File: src/hbd_pkg.sv
// constants, register map and leg states of the h-bridge drive decoder
// assumes a single 40 MHz clock and a 32-bit classic wishbone register bus
package hbd_pkg;

    localparam int unsigned CLK_KHZ = 40000;

    // crossover gap and input deglitch times, in ns
    localparam int unsigned CROSSOVER_GAP_NS = 500;
    localparam int unsigned DEGLITCH_NS = 200;
    // least times: round up to whole cycles
    localparam int unsigned CROSSOVER_GAP_CYC = (CROSSOVER_GAP_NS * CLK_KHZ + 999999) / 1000000;
    localparam int unsigned DEGLITCH_CYC = (DEGLITCH_NS * CLK_KHZ + 999999) / 1000000;

    // register byte offsets
    localparam logic [7:0] CTRL_OFS = 8'h00;
    localparam logic [7:0] STATUS_OFS = 8'h04;
    localparam logic [7:0] GAP_OFS = 8'h08;

    // control register fields
    localparam int unsigned CTRL_SOURCE_SEL_BIT = 0;
    localparam int unsigned CTRL_SCHEME_SEL_BIT = 1;
    localparam int unsigned CTRL_SW_A_BIT = 2;
    localparam int unsigned CTRL_SW_B_BIT = 3;
    localparam logic [3:0] CTRL_RESET = 4'h0;

    // status register fields
    localparam int unsigned STAT_AWAKE_BIT = 0;
    localparam int unsigned STAT_PIN_A_BIT = 1;
    localparam int unsigned STAT_PIN_B_BIT = 2;
    localparam int unsigned STAT_SEL_A_BIT = 3;
    localparam int unsigned STAT_SEL_B_BIT = 4;
    localparam int unsigned STAT_LEG_A_LSB = 8;
    localparam int unsigned STAT_LEG_B_LSB = 12;

    // gap register: crossover gap length in clock cycles, minus one
    localparam logic [7:0] GAP_RESET = 8'(CROSSOVER_GAP_CYC);

    // one leg of the bridge: both switches off, high side on, low side on
    typedef enum logic [2:0] {
        HBD_LEG_OFF = 3'b001,
        HBD_LEG_HIGH = 3'b010,
        HBD_LEG_LOW = 3'b100
    } hbd_leg_e;

endpackage

File: src/hbd_drive_decoder.sv
// h-bridge drive decoder: two control inputs to the four gate states
// assumes pins asynchronous to clk_i, wishbone master on clk_i
//
// The Wishbone interface to the registers and the register addresses were decided locally.
module hbd_drive_decoder #(
    parameter logic [7:0] DEGLITCH_CYC = 8'(hbd_pkg::DEGLITCH_CYC)
) (
    input wire logic clk_i,
    input wire logic rst_i,
    // wishbone classic slave
    input wire logic wb_cyc_i,
    input wire logic wb_stb_i,
    input wire logic wb_we_i,
    input wire logic [7:0] wb_adr_i,
    input wire logic [3:0] wb_sel_i,
    input wire logic [31:0] wb_dat_i,
    output logic [31:0] wb_dat_o,
    output logic wb_ack_o,
    // control pins
    input wire logic pin_input_a_i,
    input wire logic pin_input_b_i,
    input wire logic sleep_n_i,
    // gate drives of the two legs
    output logic bridge_out_a_hs_o,
    output logic bridge_out_a_ls_o,
    output logic bridge_out_b_hs_o,
    output logic bridge_out_b_ls_o
);

    localparam int NPIN = 3;
    localparam int PIN_A = 0;
    localparam int PIN_B = 1;
    localparam int PIN_SLEEP = 2;

    // leg target from the decoded inputs; leg_b selects the second leg
    function automatic hbd_pkg::hbd_leg_e leg_target(
        input logic awake,
        input logic scheme,
        input logic in_a,
        input logic in_b,
        input logic leg_b
    );
        hbd_pkg::hbd_leg_e t;
        t = hbd_pkg::HBD_LEG_OFF;
        if (!awake) begin
            t = hbd_pkg::HBD_LEG_OFF;
        end else if (!scheme) begin
            // in_a is enable, in_b is phase
            if (!in_a) begin
                t = hbd_pkg::HBD_LEG_LOW;
            end else if (in_b ^ leg_b) begin
                t = hbd_pkg::HBD_LEG_HIGH;
            end else begin
                t = hbd_pkg::HBD_LEG_LOW;
            end
        end else begin
            unique case ({in_a, in_b})
                2'b00: t = hbd_pkg::HBD_LEG_OFF;
                2'b10: t = leg_b ? hbd_pkg::HBD_LEG_LOW : hbd_pkg::HBD_LEG_HIGH;
                2'b01: t = leg_b ? hbd_pkg::HBD_LEG_HIGH : hbd_pkg::HBD_LEG_LOW;
                2'b11: t = hbd_pkg::HBD_LEG_LOW;
            endcase
        end
        return t;
    endfunction

    // pin synchronisers
    logic [NPIN-1:0] pins_raw;
    logic [NPIN-1:0] meta_reg;
    logic [NPIN-1:0] meta_next;
    logic [NPIN-1:0] sync_reg;
    logic [NPIN-1:0] sync_next;

    assign pins_raw = {sleep_n_i, pin_input_b_i, pin_input_a_i};

    always_comb begin
        meta_next = pins_raw;
        sync_next = meta_reg;
    end

    always_ff @(posedge clk_i) begin
        if (rst_i) begin
            meta_reg <= '0;
            sync_reg <= '0;
        end else begin
            meta_reg <= meta_next;
            sync_reg <= sync_next;
        end
    end

    // deglitch: a level must stand for DEGLITCH_CYC cycles to be taken
    // reset value 0 keeps the bridge asleep until sleep_n is seen high
    logic [NPIN-1:0] filt_reg;
    logic [NPIN-1:0] filt_next;
    logic [7:0] dg_cnt_reg [NPIN];
    logic [7:0] dg_cnt_next [NPIN];

    genvar gp;
    generate
        for (gp = 0; gp < NPIN; gp++) begin : g_deglitch
            always_comb begin
                filt_next[gp] = filt_reg[gp];
                dg_cnt_next[gp] = 8'h00;
                if (sync_reg[gp] != filt_reg[gp]) begin
                    if (dg_cnt_reg[gp] >= DEGLITCH_CYC - 8'h01) begin
                        filt_next[gp] = sync_reg[gp];
                    end else begin
                        dg_cnt_next[gp] = dg_cnt_reg[gp] + 8'h01;
                    end
                end
            end

            always_ff @(posedge clk_i) begin
                if (rst_i) begin
                    filt_reg[gp] <= 1'b0;
                    dg_cnt_reg[gp] <= 8'h00;
                end else begin
                    filt_reg[gp] <= filt_next[gp];
                    dg_cnt_reg[gp] <= dg_cnt_next[gp];
                end
            end
        end
    endgenerate

    // software registers and bus slave
    logic [3:0] ctrl_reg;
    logic [3:0] ctrl_next;
    logic [7:0] gap_reg;
    logic [7:0] gap_next;
    logic ack_reg;
    logic ack_next;
    logic [31:0] rdata_reg;
    logic [31:0] rdata_next;
    logic [31:0] status_word;
    logic bus_req;

    // leg state, declared here for the status word
    hbd_pkg::hbd_leg_e leg_reg [2];
    hbd_pkg::hbd_leg_e leg_next [2];
    logic [7:0] gap_cnt_reg [2];
    logic [7:0] gap_cnt_next [2];

    logic source_sel;
    logic scheme_sel;
    logic sel_a;
    logic sel_b;
    logic awake;

    assign source_sel = ctrl_reg[hbd_pkg::CTRL_SOURCE_SEL_BIT];
    assign scheme_sel = ctrl_reg[hbd_pkg::CTRL_SCHEME_SEL_BIT];
    assign awake = filt_reg[PIN_SLEEP];
    // the pin path is filtered and software bits are not: a source switch
    // only changes outputs through the leg sequencer, never as a raw glitch
    assign sel_a = source_sel ? ctrl_reg[hbd_pkg::CTRL_SW_A_BIT] : filt_reg[PIN_A];
    assign sel_b = source_sel ? ctrl_reg[hbd_pkg::CTRL_SW_B_BIT] : filt_reg[PIN_B];

    always_comb begin
        status_word = 32'h0000_0000;
        status_word[hbd_pkg::STAT_AWAKE_BIT] = awake;
        status_word[hbd_pkg::STAT_PIN_A_BIT] = filt_reg[PIN_A];
        status_word[hbd_pkg::STAT_PIN_B_BIT] = filt_reg[PIN_B];
        status_word[hbd_pkg::STAT_SEL_A_BIT] = sel_a;
        status_word[hbd_pkg::STAT_SEL_B_BIT] = sel_b;
        status_word[hbd_pkg::STAT_LEG_A_LSB +: 3] = leg_reg[0];
        status_word[hbd_pkg::STAT_LEG_B_LSB +: 3] = leg_reg[1];
    end

    // one wait cycle: ack rises the cycle after the request, drops after
    assign bus_req = wb_cyc_i & wb_stb_i & ~ack_reg;

    always_comb begin
        ctrl_next = ctrl_reg;
        gap_next = gap_reg;
        ack_next = bus_req;
        rdata_next = 32'h0000_0000;
        if (bus_req) begin
            if (wb_we_i) begin
                if (wb_adr_i[7:2] == hbd_pkg::CTRL_OFS[7:2] && wb_sel_i[0]) begin
                    ctrl_next = wb_dat_i[3:0];
                end
                if (wb_adr_i[7:2] == hbd_pkg::GAP_OFS[7:2] && wb_sel_i[0]) begin
                    gap_next = wb_dat_i[7:0];
                end
            end else begin
                if (wb_adr_i[7:2] == hbd_pkg::CTRL_OFS[7:2]) begin
                    rdata_next = {28'h0000000, ctrl_reg};
                end else if (wb_adr_i[7:2] == hbd_pkg::STATUS_OFS[7:2]) begin
                    rdata_next = status_word;
                end else if (wb_adr_i[7:2] == hbd_pkg::GAP_OFS[7:2]) begin
                    rdata_next = {24'h000000, gap_reg};
                end
            end
        end
    end

    always_ff @(posedge clk_i) begin
        if (rst_i) begin
            ctrl_reg <= hbd_pkg::CTRL_RESET;
            gap_reg <= hbd_pkg::GAP_RESET;
            ack_reg <= 1'b0;
            rdata_reg <= 32'h0000_0000;
        end else begin
            ctrl_reg <= ctrl_next;
            gap_reg <= gap_next;
            ack_reg <= ack_next;
            rdata_reg <= rdata_next;
        end
    end

    assign wb_ack_o = ack_reg;
    assign wb_dat_o = rdata_reg;

    // leg sequencers: a driven leg always passes through off, and off
    // is held for the gap before the opposite switch may turn on;
    // pwm is followed while each level outlasts the deglitch time and the gap, each edge paying one gap
    hbd_pkg::hbd_leg_e leg_want [2];

    genvar gl;
    generate
        for (gl = 0; gl < 2; gl++) begin : g_leg
            assign leg_want[gl] = leg_target(awake, scheme_sel, sel_a, sel_b, gl == 1);

            always_comb begin
                leg_next[gl] = leg_reg[gl];
                gap_cnt_next[gl] = gap_cnt_reg[gl];
                if (leg_reg[gl] != hbd_pkg::HBD_LEG_OFF) begin
                    if (leg_want[gl] != leg_reg[gl]) begin
                        // switch off at once, then wait out the gap
                        leg_next[gl] = hbd_pkg::HBD_LEG_OFF;
                        gap_cnt_next[gl] = gap_reg;
                    end
                end else begin
                    if (gap_cnt_reg[gl] != 8'h00) begin
                        gap_cnt_next[gl] = gap_cnt_reg[gl] - 8'h01;
                    end else if (leg_want[gl] != hbd_pkg::HBD_LEG_OFF) begin
                        leg_next[gl] = leg_want[gl];
                    end
                end
            end

            always_ff @(posedge clk_i) begin
                if (rst_i) begin
                    leg_reg[gl] <= hbd_pkg::HBD_LEG_OFF;
                    gap_cnt_reg[gl] <= 8'h00;
                end else begin
                    leg_reg[gl] <= leg_next[gl];
                    gap_cnt_reg[gl] <= gap_cnt_next[gl];
                end
            end
        end
    endgenerate

    // one-hot state bits are the gate drives themselves
    assign bridge_out_a_hs_o = leg_reg[0][1];
    assign bridge_out_a_ls_o = leg_reg[0][2];
    assign bridge_out_b_hs_o = leg_reg[1][1];
    assign bridge_out_b_ls_o = leg_reg[1][2];

endmodule

File: config.mk
export PLATFORM = sky130hd
export DESIGN_NAME = hbd_drive_decoder
export DESIGN_NICKNAME = d
export VERILOG_FILES = /design/src/hbd_pkg.sv /design/src/hbd_drive_decoder.sv
export SDC_FILE = /design/constraint.sdc
export NUM_CORES = 1
export LEC_CHECK = 0
export ABC_AREA = 1
export BUFFER_PORTS_ARGS = -buffer_cell sky130_fd_sc_hd__buf_2
export CAP_MARGIN = 15
export CELL_PAD_IN_SITES_DETAIL_PLACEMENT = 1
export CELL_PAD_IN_SITES_GLOBAL_PLACEMENT = 2
export CORE_MARGIN = 2
export CORE_UTILIZATION = 32
export DETAILED_ROUTE_END_ITERATION = 10
export GPL_ROUTABILITY_DRIVEN = 0
export GPL_TIMING_DRIVEN = 0
export PLACE_DENSITY_LB_ADDON = 0.1
export SYNTH_ARGS = -nofsm -noshare
export SYNTH_HDL_FRONTEND = slang
export SYNTH_SLANG_ARGS = --single-unit
File: constraint.sdc
create_clock -name clk_i -period 2.69 [get_ports clk_i]
set_input_delay 0.807 -clock clk_i [delete_from_list [all_inputs] [get_ports clk_i]]
set_output_delay 0.807 -clock clk_i [all_outputs]
set_load 0.02 [all_outputs]
---- Word-level counts from Yosys, hierarchy flattened ----
Memory sizes are Yosys's and may differ from the RTL's.
Index checks and enable logic that the tools add are counted.
cells by class
  $add $sub $neg .......................... 5
  magnitude comparators ................... 3
  equal/unequal tests ..................... 14
  mux-type cells .......................... 45
  bitwise operators ....................... 12
  reduce and logical (&&, ||, !) cells .... 17
operators with widths
  kind                 count
  $mux 8               18
  $mux 3               18
  $add 8x1->8 const B  3
  $ge 8x3->1 const B   3
  $pmux 3 s3           2
  $reduce_bool 8->1    2
  $sub 8x1->8 const B  2
  $mux 15              1
  $ne 3x1->1 const B   4
  $or 1x1->1           7
  $eq 6x1->1 const B   1
  $eq 6x2->1 const B   1
  $logic_not 6->1      1
  $ne 3x3->1           2
  $reduce_and 2->1     3
  $reduce_and 3->1     2
  $reduce_or 6->1      1
  $mux 1               5
  $reduce_or 5->1      1
  $eq 2x2->1 const B   2
  $mux 4               1
  $reduce_or 2->1      2
  $reduce_or 4->1      1
  $ne 1x1->1           3
  6 further kinds      10
word-level totals
  bits in registers ....................... 54
  memory bits (writable) .................. 46
  input port bits ......................... 52
  word-level logic and storage cells ...... 111
  memories kept ........................... 3
memory list
  memory       depth  bits a word  read ports  clocked after memory_dff  wr ports  line                      RTL
  dg_cnt_reg   3      8            3           0                         3         hbd_drive_decoder.sv:95   logic [7:0] dg_cnt_reg [NPIN];
  gap_cnt_reg  2      8            2           0                         2         hbd_drive_decoder.sv:140  logic [7:0] gap_cnt_reg [2];
  leg_reg      2      3            2           0                         2         hbd_drive_decoder.sv:138  hbd_pkg::hbd_leg_e leg_reg [2];

---- Depth between registers and ports, before layout ----
Gate-level depths: netlist (run 1).
  depth after elaboration ................. 11
  depth in mapped cells ................... 14
  mapped depth without buffers ............ 14

---- Worst setup path after synthesis (run 1) ----
No wires, ideal clock.
  path kind ............................... input-to-reg
  start point ............................. input wb_adr_i[4]
  end point ............................... register gap_reg[5]
  data arrival time ....................... 1887 ps
  data required time ...................... 2568 ps
  slack ................................... 681 ps
  stages on the path ...................... 8
  buffers on the path ..................... 0
  cells stage by stage .................... inv_1 > nand2_1 > nor4_4 > inv_1 > nor2_2 > inv_1 > o21ai_0 > a21oi_1
on the way
  word-level cells in the longest chain between the ends .. 3
ends and longest elaborated chain
  what                        line                      RTL
  start, declared             hbd_drive_decoder.sv:14   input wire logic [7:0] wb_adr_i,
  $eq 6x2->1                  hbd_drive_decoder.sv:181  if (wb_adr_i[7:2] == hbd_pkg::GAP_OFS[7:2] && wb_sel_i[0]) begin
  $logic_and 1x1->1           hbd_drive_decoder.sv:181
  $reduce_and 3->1 (no line)  n/a
  end signal, assigned        hbd_drive_decoder.sv:199  gap_reg <= hbd_pkg::GAP_RESET;
  end signal, assigned        hbd_drive_decoder.sv:204  gap_reg <= gap_next;
  end, declared               hbd_drive_decoder.sv:128  logic [7:0] gap_reg;
Every way passes these cells.
A chain may end at the register's enable or synchronous reset.

---- Worst setup path in the final report (run 1) ----
  start point ............................. input wb_adr_i[7]
  end point ............................... register ctrl_reg[3]
on the way
  word-level cells in the longest chain between the ends .. 3
ends and longest elaborated chain
  what                        line                      RTL
  $logic_not 6->1             hbd_drive_decoder.sv:178  if (wb_adr_i[7:2] == hbd_pkg::CTRL_OFS[7:2] && wb_sel_i[0]) begin
  $logic_and 1x1->1           hbd_drive_decoder.sv:178
  $reduce_and 3->1 (no line)  n/a
  end signal, assigned        hbd_drive_decoder.sv:198  ctrl_reg <= hbd_pkg::CTRL_RESET;
  end signal, assigned        hbd_drive_decoder.sv:203  ctrl_reg <= ctrl_next;
  end, declared               hbd_drive_decoder.sv:126  logic [3:0] ctrl_reg;
Every way passes these cells.

==> run summary, run 1 <==
Mapped Avg Cell Area -> 7.49 sq um
Fin util -> 39.7%
DRC -> 0
Yosys top cell area share -> 43.6%
Multi-input combinational cell area -> 0.00182 sq mm
Post-synth top flop -> dfxtp_1
Area delta synth->final -> 20.8%
Area after DPL -> 0.00426 sq mm
Final ANT Viol Nets -> 0
Root Driver -> clkbuf_16
Pint -> 2.48 mW
Part of the cycle the worst path needs -> 79.1%
Post-synthesis cell count -> 503
Drt first pass iters -> 4
Max Clock Freq -> 470 MHz
Hold crit path type -> reg -> reg
Maxcap violations -> 0
Yosys warnings -> 0
PortBufs -> 41
Max clock buf depth -> 2
Die area -> 0.0127 sq mm
Via count -> 3343
Diodes inserted -> 0
Detailed Place HPWL -> 7560 um
CP arrival -> 2.36 ns
Worst-path clk slew -> 0.06 ns
Synth Cell Area -> 0.00377 sq mm
Row cnt -> 39
Initial Utilization -> 32.9%
Rel. slew slack -> 58.9%
Initial antenna violation count -> 0
Post-layout min period -> 2.13 ns
Setup TNS -> 0 ns
Ys async rst share -> 0%
Core area -> 0.0115 sq mm
Required time of the critical path -> 2.92 ns
Hold buffers post-CTS -> 0
RSZ-0062 raised after global routing -> no
DRT Wirelength -> 9660 um
Post-synth EDFFs -> 0
Pre-CTS setup slack -> 0.185 ns
Clock share of power -> 33.5%
Cell variety after synth -> 36
GRT Total Usage -> 16.8%
Slowest stage cell, crit path -> nor4_1
Fin area -> 0.00455 sq mm
Largest net degree at the start of global routing -> 13
Layout cells sized above 1 -> 18.1%
Post-CTS Setup Inserts -> 0
Final WS setup -> 0.561 ns
First-pass GRT wire length -> 16700 um
Leak Pwr -> 2.16 nW
Synth top area cells -> dfxtp_1 44%, nor2_1 8.8%, nand2_1 8.2%
Skew-Pair Late Insertion Delay -> 0.34 ns
Cts repair resizes -> 0
Max IR drop VDD -> 0.000391 V
Final net count -> 643
Slowest Stage Delay on Critical Path -> 0.48 ns
Die height -> 113 um
Final Hold Viols -> 0
Global route total overflow -> 0
# fillers -> 1450
#FFs+latches synth -> 82
Sequential Area -> 0.00164 sq mm
Crit Path Category -> in -> reg
I/O pin total -> 89
H-tree depth -> 3
Most Frequent Cell on Critical Path -> inv_1
NetSw -> 1.19 mW
Critical path cell sequence -> buf_2 > nor2_1 > inv_1 > nor4_1 > inv_1 > nor2_1 > inv_1 > o21ai_0 > a21oi_1
Max reg flops -> 24
Worst setup SP type -> primary input
Sequential share of the synthesized area -> 43.6%
TritonCTS Buffers -> 9
Status -> finished clean
Top-count cell post-synth -> nor2_1
Vias per inst -> 4.58
Die X -> 113 um
Cell accounting for the most synthesized area -> dfxtp_1
Net switching share of the total power -> 32.5%
Number of global-route vias before repair -> 3574
Combinational power share -> 28.1%
Initial DRC count -> 107
Measured slew at the worst slew-check pin -> 0.611 ns
Seq pwr share -> 38.4%
Final Max Slew Viols -> 0
Layout Skew -> 0.00532 ns
Crit. End Element -> register
CTS tree -> done
Pwr dens -> 806 mW/mm^2
Final Setup Violations -> 0
Top post-synthesis cells by count -> 88 x nor2_1, 82 x dfxtp_1, 82 x nand2_1
Sinks on Clock Net -> 82
DR WL/cell -> 13.2 um
Critical Path Fanout Max -> 7
-- logic make-up (layout without fill, tap and decap cells) --
| group | count (synthesis) | in the layout | synth area share [%] |
|---|---|---|---|
| other | 1 | 30 | 0.0995 |
| adder cells (fa/ha/maj) | 7 | 7 | 2.32 |
| XOR/XNOR | 9 | 9 | 2.29 |
| flip-flops | 82 | 82 | 43.6 |
| buffers and inverters | 91 | 146 | 11.1 |
| AND/OR/NAND/NOR | 246 | 246 | 30.9 |
| AO/OA/AOI/OAI | 67 | 67 | 9.73 |
-- stage by stage --
step,instances,hold slack [ns],power (mW)
floorplan,532,0.388,2.23
global placement,716,0.396,2.44
detailed placement,716,0.402,2.47
CTS,730,0.411,3.74
global route,730,0.428,3.97
finish,730,0.407,3.67
-- routing by layer --
layer | vias to the layer above | wire [um] | global-route usage, %
li1 | 1716 | - | -
met4 | 0 | 263 | 9.19
met2 | 33 | 4950 | 29.7
met3 | 15 | 241 | 3.19
met1 | 1579 | 4200 | 19.2
met5 | - | 0 | 0
-- cells in the final DEF, fill, tap and decap left out, types with 3 or more instances in the layout --
master / n
nand3b_1: 4
inv_2: 3
conb_1: 30
nor4_1: 3
a21oi_1: 21
o21ai_0: 33
clkbuf_16: 9
nand2_4: 4
buf_2: 41
inv_1: 61
dfxtp_1: 82
nor2_2: 7
buf_4: 19
o211ai_1: 6
ha_1: 7
nand2_1: 82
nor2_1: 88
nand4_1: 6
clkbuf_1: 5
nand3_1: 37
nand3_4: 3
xor2_1: 8
nand2_2: 4
-- path summary, 6_finish.rpt --
| check | from | end | slack (ns) | cells past startpoint |
|---|---|---|---|---|
| worst min register to register | meta_reg[2]$_SDFF_PP0_ | sync_reg[2]$_SDFF_PP0_ | 0.41 | 2 |
| worst max-delay path | wb_adr_i[7] | ctrl_reg[3]$_SDFFE_PP0P_ | 0.56 | 9 |
| worst max register to register | leg_reg[1][2]$_SDFFE_PP0P_ | leg_reg[1][1]$_SDFFE_PP0P_ | 0.72 | 7 |
| worst min-delay path | meta_reg[2]$_SDFF_PP0_ | sync_reg[2]$_SDFF_PP0_ | 0.41 | 2 |
-- power groups by stage --
stage / clock network (mW) / registers [mW] / logic (mW)
after floorplan: 0 / 1.42 / 0.819
after global placement: 0 / 1.43 / 1.00
after detailed placement: 0 / 1.44 / 1.03
after CTS: 1.29 / 1.41 / 1.04
after global routing: 1.34 / 1.43 / 1.21
final: 1.23 / 1.41 / 1.03
-- final cells by class --
| class | instances | share of cell area, % |
|---|---|---|
| Buffer | 24 | 3.54 |
| Clock buffer | 11 | 5.55 |
| Clock inverter | 3 | 0.879 |
| Inverter | 67 | 5.63 |
| Multi-Input combinational cell | 359 | 39.9 |
| Sequential cell | 82 | 36.0 |
| Tap cell | 143 | 3.93 |
| Timing Repair Buffer | 41 | 4.51 |
-- critical path, delay by kind of cell --
| family | cells | cell delay, ns |
|---|---|---|
| simple gates | 3 | 0.78 |
| buf+inv | 4 | 0.53 |
| compound gates | 2 | 0.25 |
Note: power is estimated with default switching activity, not from simulation.
==> run 2: changes to the inputs <==
--- a/config.mk
+++ b/config.mk
@@ -11,7 +11,7 @@
 export CELL_PAD_IN_SITES_DETAIL_PLACEMENT = 1
 export CELL_PAD_IN_SITES_GLOBAL_PLACEMENT = 2
 export CORE_MARGIN = 2
-export CORE_UTILIZATION = 32
+export CORE_UTILIZATION = 30
 export DETAILED_ROUTE_END_ITERATION = 10
 export GPL_ROUTABILITY_DRIVEN = 0
 export GPL_TIMING_DRIVEN = 0
==> constraint.sdc (replaced) <==
create_clock -name clk_i -period 2 [get_ports clk_i]
set_input_delay 0.6 -clock clk_i [delete_from_list [all_inputs] [get_ports clk_i]]
set_output_delay 0.6 -clock clk_i [all_outputs]
set_load 0.02 [all_outputs]
==> run summary, run 2 (synthesis results as in run 1) <==
I/O pin total -> 89 (unchanged)
Slowest Stage Delay on Critical Path -> 0.37 ns (-0.11 ns)
Hold buffers post-CTS -> 0 (unchanged)
Sinks on Clock Net -> 82 (unchanged)
TritonCTS Buffers -> 9 (unchanged)
Crit. End Element -> register
Initial antenna violation count -> 0 (unchanged)
DRC -> 0 (unchanged)
Via count -> 3306 (-1.1%)
Max Clock Freq -> 561 MHz
Layout cells sized above 1 -> 19.8% (+1.7 points)
Die height -> 116 um (+3.2%)
Number of global-route vias before repair -> 3277 (-8.3%)
DR WL/cell -> 12.8 um (-3.2%)
Leak Pwr -> 2.17 nW (+0.88%)
Rel. slew slack -> 57.3% (-1.6 points)
Final Setup Violations -> 0 (unchanged)
Worst-path clk slew -> 0.06 ns (about the same)
Diodes inserted -> 0 (unchanged)
Detailed Place HPWL -> 7580 um (+0.26%)
Final net count -> 646 (+0.47%)
GRT Total Usage -> 15.4% (-1.4 points)
Global route total overflow -> 0 (unchanged)
CP arrival -> 2.02 ns (-0.34 ns)
Hold crit path type -> reg -> reg
PnR Total Power -> 5.06 mW (+38%)
Row cnt -> 40 (+2.6%)
Max clock buf depth -> 2 (unchanged)
Final Hold Viols -> 0 (unchanged)
Slowest stage cell, crit path -> dfxtp_1
Skew-Pair Late Insertion Delay -> 0.35 ns (about the same)
Fin util -> 38.2% (-1.5 points)
H-tree depth -> 3 (unchanged)
Required time of the critical path -> 2.24 ns (-0.68 ns)
Critical path cell sequence -> inv_1 > o21ai_2 > nand2_1 > nand2_4 > inv_2 > nand2_1 > nand2_1 > nor2_2 > nand3_4 > nand2_4 > inv_4 > nor2_2 > nor2_1
Worst setup SP type -> register
Maxcap violations -> 0 (unchanged)
Part of the cycle the worst path needs -> 89.1%
First-pass GRT wire length -> 15800 um (-5.1%)
R2R Setup Slk -> 0.22 ns (-0.50 ns)
Pwr dens -> 1090 mW/mm^2 (+35%)
Largest net degree at the start of global routing -> 15 (+2)
Fin area -> 0.00464 sq mm (+2.0%)
Final Max Slew Viols -> 0 (unchanged)
Die area -> 0.0135 sq mm (+6.4%)
Area delta synth->final -> 23.2%
Crit Path Category -> reg -> reg
Max reg flops -> 24 (unchanged)
RSZ-0062 raised after global routing -> no
Leading cell type in the layout, fill and taps excluded -> nor2_1
Status -> finished clean
Initial DRC count -> 92 (-14%)
Most frequent cells in the layout -> 86 x nor2_1, 82 x nand2_1, 81 x dfxtp_1, 60 x inv_1, 41 x buf_2
PortBufs -> 41 (unchanged)
Critical Path Fanout Max -> 7 (unchanged)
Most Frequent Cell on Critical Path -> nand2_1
Measured slew at the worst slew-check pin -> 0.641 ns (+0.0302 ns)
Die X -> 116 um (+3.2%)
Drt first pass iters -> 4 (unchanged)
CTS tree -> done
Core area -> 0.0122 sq mm (+6.1%)
DRT Wirelength -> 9730 um (+0.78%)
Layout Skew -> 0.00844 ns (+0.00312 ns)
Final ANT Viol Nets -> 0 (unchanged)
Initial Utilization -> 31.0% (-1.9 points)
Root Driver -> clkbuf_16
Post-layout min period -> 1.78 ns
Vias per inst -> 4.35 (-5.0%)
Area after DPL -> 0.00429 sq mm (+0.73%)
Max IR drop VDD -> 0.000399 V (+2.0%)
run 2: where the power goes:
part / switching (mW) / internal (mW)
sequential: 0.109 / 1.79
combinational: 0.878 / 0.555
clock: 0.694 / 1.04
total: 1.68 / 3.38
run 2: layout make-up:
| type | count | area [sq um] |
|---|---|---|
| timing repair buffer | 44 | 228 |
| fill | 1567 | 7520 |
| clock inverter | 5 | 62.6 |
| sequential | 82 | 1640 |
| buffer | 24 | 163 |
| multi-input combinational | 359 | 1830 |
| inverter | 67 | 256 |
| tap | 168 | 210 |
| clock buffer | 11 | 253 |
run 2: worst paths after layout:
path | from | end | cells past startpoint
max | filt_reg[1]$_SDFFE_PP0P_ | gap_cnt_reg[0][4]$_SDFFE_PP0P_ | 13
min | meta_reg[0]$_SDFF_PP0_ | sync_reg[0]$_SDFF_PP0_ | 2
min reg2reg | meta_reg[0]$_SDFF_PP0_ | sync_reg[0]$_SDFF_PP0_ | 2
max reg2reg | filt_reg[1]$_SDFFE_PP0P_ | gap_cnt_reg[0][4]$_SDFFE_PP0P_ | 13
run 2: metrics by stage:
stage / std cells / setup TNS (ns) / setup WS (ns) / hold slack (ns)
finish: 760 / 0 / 0.218 / 0.403
global route: 760 / 0 / 0.0274 / 0.415
CTS: 759 / 0 / 0.0160 / 0.405
detailed placement: 741 / -3.54 / -0.349 / 0.397
global placement: 741 / -2.49 / -0.258 / 0.394
floorplan: 532 / 0 / 0.198 / 0.388
run 2: worst max-delay path, delay by kind of cell, from the launching register on:
family          cells  cell delay (ns)
buf+inv             3             0.23
flops               1             0.37
compound gates      1             0.17
simple gates        9             0.91
run 2: metal layers:
metal	routed length [um]	GRT usage (%)
met1	4360	18.5
met5	0	0
met3	194	2.82
met2	5010	27.3
met4	161	5.95
run 2: timing repair:
item,in CTS,in global routing
buffers inserted,2,1
pin swaps,1,0
resized for setup,1,6
setup endpoints to repair,3,20
endpoints found under the hold margin,0,0
